### config.mk
export PLATFORM = sky130hd
export DESIGN_NAME = shb_host_buffers
export DESIGN_NICKNAME = d
export VERILOG_FILES = /design/src/shb_pkg.sv /design/src/shb_fifo.sv /design/src/shb_host_buffers.sv /design/src/shb_link_check.sv
export VERILOG_INCLUDE_DIRS = /design/src /design/src/src
export SDC_FILE = /design/constraint.sdc
export NUM_CORES = 1
export LEC_CHECK = 0
export BUFFER_PORTS_ARGS = -buffer_cell sky130_fd_sc_hd__buf_2
export CAP_MARGIN = 20
export CELL_PAD_IN_SITES_DETAIL_PLACEMENT = 1
export CELL_PAD_IN_SITES_GLOBAL_PLACEMENT = 1
export CORE_MARGIN = 2
export CORE_UTILIZATION = 48
export CTS_CLUSTER_SIZE = 24
export DETAILED_ROUTE_END_ITERATION = 7
export HOLD_SLACK_MARGIN = 0.06
export MAX_ROUTING_LAYER = met4
export PLACE_DENSITY = 0.86
export SETUP_SLACK_MARGIN = 0.05
export SLEW_MARGIN = 20
export SYNTH_ARGS = -nofsm -noshare
export SYNTH_HDL_FRONTEND = slang
export SYNTH_SLANG_ARGS = --single-unit
### constraint.sdc
create_clock -name core_clk -period 3.03 [get_ports core_clk]
set_input_delay 0.4545 -clock core_clk [delete_from_list [all_inputs] [get_ports core_clk]]
set_output_delay 0.4545 -clock core_clk [all_outputs]
set_load 0.01 [all_outputs]
### src/shb_consts.svh
// Constants for the host buffers and link receive check block.
// Assumes a 16-bit host data path and one link character per transfer.
`ifndef SHB_CONSTS_SVH
`define SHB_CONSTS_SVH

// Default host addresses, overridable per instance
`define SHB_ADDR_TX_FIFO   8'h10
`define SHB_ADDR_TX_FULL   8'h14
`define SHB_ADDR_RX_BUF    8'h18
`define SHB_ADDR_RX_EMPTY  8'h1C
`define SHB_ADDR_RX_TCODE  8'h20
`define SHB_ADDR_TX_TCODE  8'h24

// Character layout: byte 0 is the flag, byte 1 the value
`define SHB_CHAR_FLAG_LSB  0
`define SHB_CHAR_VALUE_LSB 8
`define SHB_FLAG_DATA      8'h00
`define SHB_FLAG_CTRL      8'h01
`define SHB_VALUE_EOP      8'h00
`define SHB_VALUE_EEP      8'h01

// Sizes and reset values
`define SHB_FIFO_DEPTH     16
`define SHB_CHAR_WIDTH     16
`define SHB_TCODE_RESET    8'h00
`define SHB_RX_READY_SLACK 3

`endif

### src/shb_pkg.sv
// Types shared by the host buffers block and its submodules.
// Assumes the constants header is included by the modules themselves.
package shb_pkg;

	typedef struct packed {
		logic [7:0] value;
		logic [7:0] flag;
	} shb_char_s;

	typedef struct packed {
		logic       write;
		logic [7:0] addr;
		logic [15:0] wdata;
	} shb_host_req_s;

	typedef struct packed {
		logic [15:0] bitClkPeriod;
		logic [7:0]  length;
		logic        parityPresent;
		logic        flagPresent;
		logic        disconnectErr;
		logic        errorInjected;
		logic        rxError;
		logic        isTimeCode;
		shb_char_s   chr;
	} shb_link_xfer_s;

	typedef enum logic [3:0] {
		VERDICT_OK      = 4'b0001,
		VERDICT_INVALID = 4'b0010,
		VERDICT_DISC    = 4'b0100,
		VERDICT_ERROR   = 4'b1000
	} shb_verdict_e;

endpackage : shb_pkg
### src/shb_fifo.sv
// Synchronous FIFO with valid/ready on both sides and an occupancy count.
// Assumes one clock; full means occupancy equals DEPTH.
`timescale 1ns/1ps
`include "shb_consts.svh"

module shb_fifo import shb_pkg::*; #(
	parameter int WIDTH = `SHB_CHAR_WIDTH,
	parameter int DEPTH = `SHB_FIFO_DEPTH
) (
	// Clock and reset
	input  wire logic                       core_clk,
	input  wire logic                       reset_n,
	// Fill side
	input  wire logic                       inValid,
	input  wire logic [WIDTH-1:0]           inData,
	output logic                            inReady,
	// Drain side
	output logic                            outValid,
	output logic [WIDTH-1:0]                outData,
	input  wire logic                       outReady,
	// Occupancy
	output logic [$clog2(DEPTH+1)-1:0]      count
);

	localparam int AW = (DEPTH > 1) ? $clog2(DEPTH) : 1;

	logic [WIDTH-1:0] mem [DEPTH];
	logic [AW-1:0]    wrPtr_reg;
	logic [AW-1:0]    rdPtr_reg;
	logic [$clog2(DEPTH+1)-1:0] count_reg;
	logic push;
	logic pop;

	function automatic logic [AW-1:0] bump(input logic [AW-1:0] p);
		return (p == AW'(DEPTH - 1)) ? '0 : p + 1'b1;
	endfunction : bump

	assign inReady  = (count_reg != ($clog2(DEPTH+1))'(DEPTH));
	assign outValid = (count_reg != '0);
	assign outData  = mem[rdPtr_reg];
	assign count    = count_reg;
	assign push     = inValid && inReady;
	assign pop      = outValid && outReady;

	always_ff @(posedge core_clk) begin
		if (push) begin
			mem[wrPtr_reg] <= inData;
		end
	end

	always_ff @(posedge core_clk or negedge reset_n) begin
		if (!reset_n) begin
			wrPtr_reg <= '0;
			rdPtr_reg <= '0;
			count_reg <= '0;
		end else begin
			if (push) wrPtr_reg <= bump(wrPtr_reg);
			if (pop) rdPtr_reg <= bump(rdPtr_reg);
			count_reg <= count_reg + (push ? 1'b1 : 1'b0) - (pop ? 1'b1 : 1'b0);
		end
	end

endmodule : shb_fifo

### src/shb_host_buffers.sv
// Host buffers of a link codec: transmit FIFO, receive buffer, time codes,
// and checking of incoming link transfers.
// Assumes host requests and link transfers are synchronous to core_clk.
//
// What this block does
// - Transmit entry is two bytes: flag in byte 0, value in byte 1.
// - Transmit FIFO depth and width are parameters.
// - Transmit data is write-only; full flag is a separate read-only address.
// - Write when full is discarded with a command error response.
// - Receive buffer depth and width are parameters.
// - Receive buffer and empty flag are read-only, each at own address.
// - Read when empty is not performed; command error response returned.
// - All six host addresses are parameters.
// - Read-only received and write-only transmit time codes, 8 bits each.
// - Link transfers are single phase; no acknowledge per sent character.
// - Data characters interleave with null, flow control and time codes.
// - Zero clock period, zero length, missing parity or flag: fatal error.
// - Exchange level: disconnection checked first, error response and link reinitialisation, nothing stored.
// - Receive error returns error response and starts link reinitialisation.
// - Packet level: errored packet stored, its end marker becomes error end.
`timescale 1ns/1ps
`include "shb_consts.svh"

module shb_host_buffers import shb_pkg::*; #(
	parameter int         TX_DEPTH     = `SHB_FIFO_DEPTH,
	parameter int         TX_WIDTH     = `SHB_CHAR_WIDTH,
	parameter int         RX_DEPTH     = `SHB_FIFO_DEPTH,
	parameter int         RX_WIDTH     = `SHB_CHAR_WIDTH,
	parameter bit         PACKET_LEVEL = 1'b1,
	parameter logic [7:0] ADDR_TX_FIFO  = `SHB_ADDR_TX_FIFO,
	parameter logic [7:0] ADDR_TX_FULL  = `SHB_ADDR_TX_FULL,
	parameter logic [7:0] ADDR_RX_BUF   = `SHB_ADDR_RX_BUF,
	parameter logic [7:0] ADDR_RX_EMPTY = `SHB_ADDR_RX_EMPTY,
	parameter logic [7:0] ADDR_RX_TCODE = `SHB_ADDR_RX_TCODE,
	parameter logic [7:0] ADDR_TX_TCODE = `SHB_ADDR_TX_TCODE
) (
	// Clock and reset
	input  wire logic           core_clk,
	input  wire logic           reset_n,
	// Host request port
	input  wire logic           hostReqValid,
	input  wire shb_host_req_s  hostReq,
	// Host response port
	output logic                hostRespValid_reg,
	output logic                commandErrorResponse_reg,
	output logic [15:0]         hostRdata_reg,
	// Characters toward the transmit encoder
	output logic                txCharValid_reg,
	output shb_char_s           txChar_reg,
	input  wire logic           txCharReady,
	// Time code toward the transmit encoder
	output logic [7:0]          txTimeCode_reg,
	output logic                txTimeCodeStrobe_reg,
	// Transfers from the far codec via the receive decoder
	input  wire logic           linkXferValid,
	input  wire shb_link_xfer_s linkXfer,
	output logic                linkReady_reg,
	// Link response and error outputs
	output logic                linkRespValid_reg,
	output logic                linkErrorResponse_reg,
	output logic                linkReinit_reg,
	output logic                fatalError_reg
);

	//------------------------------------------------------------
	// Host address decode
	//------------------------------------------------------------
	localparam int TXC = $clog2(TX_DEPTH + 1);
	localparam int RXC = $clog2(RX_DEPTH + 1);

	logic hitTxFifo;
	logic hitTxFull;
	logic hitRxBuf;
	logic hitRxEmpty;
	logic hitRxTcode;
	logic hitTxTcode;
	logic wr;
	logic [7:0] rxTimeCode_reg;

	function automatic logic isEop(input shb_char_s c);
		return c.flag == `SHB_FLAG_CTRL && c.value == `SHB_VALUE_EOP;
	endfunction : isEop

	assign hitTxFifo  = hostReq.addr == ADDR_TX_FIFO;
	assign hitTxFull  = hostReq.addr == ADDR_TX_FULL;
	assign hitRxBuf   = hostReq.addr == ADDR_RX_BUF;
	assign hitRxEmpty = hostReq.addr == ADDR_RX_EMPTY;
	assign hitRxTcode = hostReq.addr == ADDR_RX_TCODE;
	assign hitTxTcode = hostReq.addr == ADDR_TX_TCODE;
	assign wr         = hostReq.write;

	//------------------------------------------------------------
	// Transmit FIFO
	//------------------------------------------------------------
	logic                txPush;
	logic                txInReady;
	logic                txOutValid;
	logic [TX_WIDTH-1:0] txOutData;
	logic                txPop;
	logic [TXC-1:0]      txCount;

	assign txPush = hostReqValid && wr && hitTxFifo && txInReady;
	assign txPop  = txOutValid && (!txCharValid_reg || txCharReady);

	shb_fifo #(
		.WIDTH (TX_WIDTH),
		.DEPTH (TX_DEPTH)
	) u_tx_fifo (
		.core_clk (core_clk),
		.reset_n  (reset_n),
		.inValid  (txPush),
		.inData   (TX_WIDTH'(hostReq.wdata)),
		.inReady  (txInReady),
		.outValid (txOutValid),
		.outData  (txOutData),
		.outReady (txPop),
		.count    (txCount)
	);

	// Output stage so the encoder sees flops; it stalls the FIFO
	always_ff @(posedge core_clk or negedge reset_n) begin
		if (!reset_n) begin
			txCharValid_reg <= 1'b0;
			txChar_reg      <= '0;
		end else if (!txCharValid_reg || txCharReady) begin
			txCharValid_reg <= txOutValid;
			// byte 0 flag, byte 1 value
			txChar_reg.flag  <= txOutData[`SHB_CHAR_FLAG_LSB +: 8];
			txChar_reg.value <= txOutData[`SHB_CHAR_VALUE_LSB +: 8];
		end
	end

	//------------------------------------------------------------
	// Receive buffer
	//------------------------------------------------------------
	logic                rxPush;
	logic [RX_WIDTH-1:0] rxPushData;
	logic                rxInReady;
	logic                rxOutValid;
	logic [RX_WIDTH-1:0] rxOutData;
	logic                rxPop;
	logic [RXC-1:0]      rxCount;

	// pop only when a word is held
	assign rxPop = hostReqValid && !wr && hitRxBuf && rxOutValid;

	shb_fifo #(
		.WIDTH (RX_WIDTH),
		.DEPTH (RX_DEPTH)
	) u_rx_buf (
		.core_clk (core_clk),
		.reset_n  (reset_n),
		.inValid  (rxPush),
		.inData   (rxPushData),
		.inReady  (rxInReady),
		.outValid (rxOutValid),
		.outData  (rxOutData),
		.outReady (rxPop),
		.count    (rxCount)
	);

	//------------------------------------------------------------
	// Host response
	//------------------------------------------------------------
	logic        respErr_next;
	logic [15:0] rdata_next;

	always_comb begin
		respErr_next = 1'b0;
		rdata_next   = '0;
		if (wr) begin
			if (hitTxFifo) begin
				respErr_next = !txInReady;
			end else if (!hitTxTcode) begin
				respErr_next = 1'b1;
			end
		end else if (hitTxFull) begin
			rdata_next = {15'h0000, !txInReady};
		end else if (hitRxEmpty) begin
			rdata_next = {15'h0000, !rxOutValid};
		end else if (hitRxBuf) begin
			respErr_next = !rxOutValid;
			rdata_next   = rxOutValid ? 16'(rxOutData) : 16'h0000;
		end else if (hitRxTcode) begin
			rdata_next = {8'h00, rxTimeCode_reg};
		end else begin
			respErr_next = 1'b1;
		end
	end

	always_ff @(posedge core_clk or negedge reset_n) begin
		if (!reset_n) begin
			hostRespValid_reg        <= 1'b0;
			commandErrorResponse_reg <= 1'b0;
			hostRdata_reg            <= '0;
		end else begin
			hostRespValid_reg        <= hostReqValid;
			commandErrorResponse_reg <= hostReqValid && respErr_next;
			hostRdata_reg            <= hostReqValid ? rdata_next : 16'h0000;
		end
	end

	//------------------------------------------------------------
	// Time codes
	//------------------------------------------------------------

	// strobe lets the encoder interleave it with characters
	always_ff @(posedge core_clk or negedge reset_n) begin
		if (!reset_n) begin
			txTimeCode_reg       <= `SHB_TCODE_RESET;
			txTimeCodeStrobe_reg <= 1'b0;
		end else begin
			txTimeCodeStrobe_reg <= hostReqValid && wr && hitTxTcode;
			if (hostReqValid && wr && hitTxTcode) begin
				txTimeCode_reg <= hostReq.wdata[7:0];
			end
		end
	end

	//------------------------------------------------------------
	// Link transfer check and storage
	//------------------------------------------------------------
	logic           vValid;
	shb_verdict_e   verdict;
	shb_link_xfer_s vXfer;
	logic           pktErr_reg;
	logic           storeChar;
	logic           markEep;

	shb_link_check #(
		.PACKET_LEVEL (PACKET_LEVEL)
	) u_link_check (
		.core_clk     (core_clk),
		.reset_n      (reset_n),
		.xferValid    (linkXferValid && linkReady_reg),
		.xfer         (linkXfer),
		.verdictValid (vValid),
		.verdict      (verdict),
		.xferOut      (vXfer)
	);

	// errored characters still stored at packet level
	assign storeChar = vValid && !vXfer.isTimeCode &&
		(verdict == VERDICT_OK ||
		 (PACKET_LEVEL && verdict == VERDICT_ERROR));
	assign markEep = PACKET_LEVEL && isEop(vXfer.chr) &&
		(pktErr_reg || verdict == VERDICT_ERROR);
	assign rxPush = storeChar && rxInReady;
	// end marker replaced by error end
	assign rxPushData = RX_WIDTH'({markEep ? `SHB_VALUE_EEP : vXfer.chr.value,
		vXfer.chr.flag});

	always_ff @(posedge core_clk or negedge reset_n) begin
		if (!reset_n) begin
			pktErr_reg <= 1'b0;
		end else if (rxPush && isEop(vXfer.chr)) begin
			pktErr_reg <= 1'b0;
		end else if (vValid && verdict == VERDICT_ERROR) begin
			pktErr_reg <= 1'b1;
		end
	end

	// Margin covers the transfer in flight and the check stage
	always_ff @(posedge core_clk or negedge reset_n) begin
		if (!reset_n) begin
			linkReady_reg <= 1'b0;
		end else begin
			linkReady_reg <= (32'(rxCount) + `SHB_RX_READY_SLACK) <= RX_DEPTH;
		end
	end

	always_ff @(posedge core_clk or negedge reset_n) begin
		if (!reset_n) begin
			rxTimeCode_reg <= `SHB_TCODE_RESET;
		end else if (vValid && vXfer.isTimeCode && verdict == VERDICT_OK) begin
			rxTimeCode_reg <= vXfer.chr.value;
		end
	end

	// one response per transfer except invalid ones, single phase
	// sender resets on the error response
	always_ff @(posedge core_clk or negedge reset_n) begin
		if (!reset_n) begin
			linkRespValid_reg     <= 1'b0;
			linkErrorResponse_reg <= 1'b0;
			linkReinit_reg        <= 1'b0;
		end else begin
			linkRespValid_reg     <= vValid && verdict != VERDICT_INVALID;
			linkErrorResponse_reg <= vValid &&
				(verdict == VERDICT_DISC || verdict == VERDICT_ERROR);
			linkReinit_reg        <= vValid &&
				(verdict == VERDICT_DISC || verdict == VERDICT_ERROR);
		end
	end

	always_ff @(posedge core_clk or negedge reset_n) begin
		if (!reset_n) begin
			fatalError_reg <= 1'b0;
		end else if (vValid && verdict == VERDICT_INVALID) begin
			fatalError_reg <= 1'b1;
		end
	end
endmodule : shb_host_buffers

### src/shb_link_check.sv
// Registered classification of one incoming link transfer.
// Assumes the transfer is presented for one cycle with its valid.
`timescale 1ns/1ps
`include "shb_consts.svh"

module shb_link_check import shb_pkg::*; #(
	parameter bit PACKET_LEVEL = 1'b1
) (
	// Clock and reset
	input  wire logic           core_clk,
	input  wire logic           reset_n,
	// Incoming transfer
	input  wire logic           xferValid,
	input  wire shb_link_xfer_s xfer,
	// Verdict, one cycle later
	output logic                verdictValid,
	output shb_verdict_e        verdict,
	output shb_link_xfer_s      xferOut
);

	always_ff @(posedge core_clk or negedge reset_n) begin
		if (!reset_n) begin
			verdictValid <= 1'b0;
			verdict      <= VERDICT_OK;
			xferOut      <= '0;
		end else begin
			verdictValid <= xferValid;
			xferOut      <= xfer;
			if (xfer.bitClkPeriod == '0 || xfer.length == '0 ||
			    !xfer.parityPresent || !xfer.flagPresent) begin
				verdict <= VERDICT_INVALID;
			end else if (!PACKET_LEVEL && xfer.disconnectErr) begin
				verdict <= VERDICT_DISC;
			end else if (PACKET_LEVEL ? xfer.errorInjected : xfer.rxError) begin
				verdict <= VERDICT_ERROR;
			end else begin
				verdict <= VERDICT_OK;
			end
		end
	end

endmodule : shb_link_check

==> flow_summary.ini <==
[status]
status = complete, no violations

[yosys]
yosysMostFrequentCell = edfxtp_1
ys_ff_latch = 616
ys_seq_area_share_pct = 74.90
yosys.area.top_type = edfxtp_1
syn-cell-area_um2 = 24000
synth.net_count = 1293
ys_types = 54
post-synth-top-area-fraction_pct = 64.06
ys_dominant_reg_cell = edfxtp_1
yosys-top-cells-area = edfxtp_1 64%, mux4_2 12%, dfrtp_1 11%, mux2_2 1.6%, ha_1 1.4%
synth_edf_count = 512
synth_cells = 1189
synth.avg_cell_area_um2 = 20.19
synth-async-reset-ratio_pct = 16.88
synthTopCellsByCount = 512 x edfxtp_1, 126 x mux4_2, 103 x dfrtp_1, 44 x nor2_1, 34 x mux2_2
yosysWarnings = 0

[sta]
skew_ns = 0.01852
drv_slew = 0
max_freq_mhz = 363.5
slew_headroom_pct = 28.98
hold_violations = 0
tightest_slew_ns = 1.065
fin_crit_sh_pct = 90.79
min_period_ns = 2.751
finalSetupTns_ns = 0
rsz0062_at_grt = false
setup_viol = 0

[worst_setup_path]
worstSetupEndpointType = flop
crit_type = flop to flop
worstReg2RegStart = u_link_check.verdict[0]
path_max_fanout = 16
arrival_ns = 3.03
crit_path_start = u_link_check.verdict[0]
cp.required_ns = 3.31
startpoint_type = flop

[cts]
cts_tree = built
worstSkewPairLatency_ns = 0.62
clock-root-buffer = clkbuf_16
clk_pin_slew_worst_paths_ns = 0.06
ctsHtreeMaxLevel = 2
cts_buffers = 60
clock-sinks = 616
clk_path_buf_depth = 3

[cells_and_area]
synthToLayoutAreaGrowth_pct = 16.59
reg_top3 = u_rx_buf.mem x256, u_tx_fifo.mem x256, u_link_check.xferOut x17
drive_gt1_share_pct = 31.71
nFillCells = 4271
stdcell_count = 2120
fin_nets = 1507

[power_and_ir_drop]
p_leak_uw = 0.009676
power.density_nw_per_um2 = 719.6
peakVddDrop_mv = 0.5157

[place]
hpwlAfterDp_mm = 34.50
globalplace.congestion = 0.7882
io_buffers = 122
dp_cells = 1984

[global_route]
grt_pass1_wl_mm = 86.15
grt_max_degree = 41
grt_pass1_vias = 13540
antenna_found_initial = 2
grt_overflow = 0
grt_usage_pct = 23.70

[detailed_routing]
antenna_left = 0
routed_via_density = 5.848
vias = 12400
avgRoutedWirePerCell_um = 27.29
drt_pass1_iterations = 5
drtIter0Drc = 1068
wl_mm = 57.85
drc = 0

[floorplanning]
io_pins = 125
die_w_um = 227.6
fp.coreArea_um2 = 49150
start_util_pct = 48.83
die_y_um = 227.6
core.rowCount = 81
die_area_um2 = 51810

[hold_path]
min_from = linkXfer[21]
hp-class = primary input to flop

[job]
cap_viol_max_count = 0
## per-layer routing
| layer | wire length, um | part of all wire (%) | global-route usage, % | vias up |
|---|---|---|---|---|
| met5 | 0 | 0 | - | - |
| met4 | 1568 | 2.7 | 7.653 | 0 |
| met3 | 3303 | 5.7 | 4.037 | 118 |
| met2 | 30630 | 53 | 41.03 | 494 |
| met1 | 22350 | 39 | 28.48 | 6570 |
| li1 | - | - | - | 5216 |
## through the flow
stage | total power (uW) | hold WS, ns | instance area (um2) | worst slack, ns | util [%]
6_report | 20140 | 0.1085 | 27980 | 0.2789 | 56.93
5_1_grt | 20890 | 0.1120 | 27980 | 0.06405 | 56.93
4_1_cts | 20290 | 0.08819 | 27970 | 0.1371 | 56.90
3_5_place_dp | 13200 | 0.4438 | 25890 | 0.1361 | 52.68
3_3_place_gp | 12990 | 0.4405 | 25890 | 0.1822 | 52.68
2_1_floorplan | 12170 | 0.1589 | 24030 | 0.03693 | -
## cells by family after synthesis
family	synth area share [%]
compound gates	2.742
xor+xnor	0.4744
fa+ha+maj	1.522
buf+inv	1.725
flops	74.90
mux	14.89
simple gates	3.743
## cell type report
class | count | area (um2) | share of cell area (%)
sequential | 616 | 17990 | 64.29
multi-input combinational | 485 | 5648 | 20.18
clock buffer | 84 | 1662 | 5.938
timing repair buffer | 212 | 1541 | 5.508
tap | 664 | 830.8 | 2.969
clock inverter | 29 | 200.2 | 0.7154
inverter | 28 | 106.4 | 0.3800
antenna | 2 | 5.005 | 0.01788
## repair_timing
item | CTS | global route
resized for setup | 0 | 4
setup endpoints to repair | 0 | 1
buffers inserted | 0 | 0
endpoints found under the hold margin | 59 | 0
hold buffers | 21 | 0
## report_power, final
part           leakage (uW)  internal (uW)  total (uW)  switching (uW)
clock              0.000908           3920        7080            3160
combinational       0.00288           1620        3170            1550
sequential          0.00588           9450        9890             438
total               0.00968          15000       20100            5150
## layout by cell type, fill, tap and decap left out, types with 5 or more instances in the layout
master,count
xnor2_1,7
nand4_1,5
edfxtp_1,512
xor2_1,6
clkbuf_8,7
ha_1,26
clkbuf_16,60
nand2b_1,5
o22ai_1,16
nand3_1,7
inv_1,27
nor4_1,9
clkbuf_1,17
buf_12,16
a21o_1,6
a22o_1,10
mux2i_1,9
mux4_1,10
dfrtp_1,97
o21ai_0,8
dlygate4sd3_1,21
clkinv_1,7
nor2_1,44
a211oi_1,24
and2_1,22
buf_4,54
a21oi_1,19
nand2_1,25
nor2b_1,28
clkinv_2,13
mux4_2,126
buf_2,121
mux2_2,34
## worst max-delay path, cell delays in order (launching register included)
cell and delay [ns]:
dfstp_2 0.57, xor2_1 0.14, nand2_1 0.11, a311oi_1 0.57
buf_4 0.28, nand3b_1 0.16, nor2_1 0.20, buf_4 0.38
## worst paths after layout
path                                            end  slack, ns  cells past startpoint
max                             u_rx_buf.mem[10][8]       0.28                      7
min                         u_link_check.verdict[1]       0.11                      2
max reg2reg                     u_rx_buf.mem[10][8]       0.28                      7
min reg2reg                          fatalError_reg       0.46                      1
max in group asynchronous    u_tx_fifo.rdPtr_reg[0]       1.73                      3
min in group asynchronous  u_link_check.xferOut[16]       0.40                      2
(Power assumes the default switching activity.)
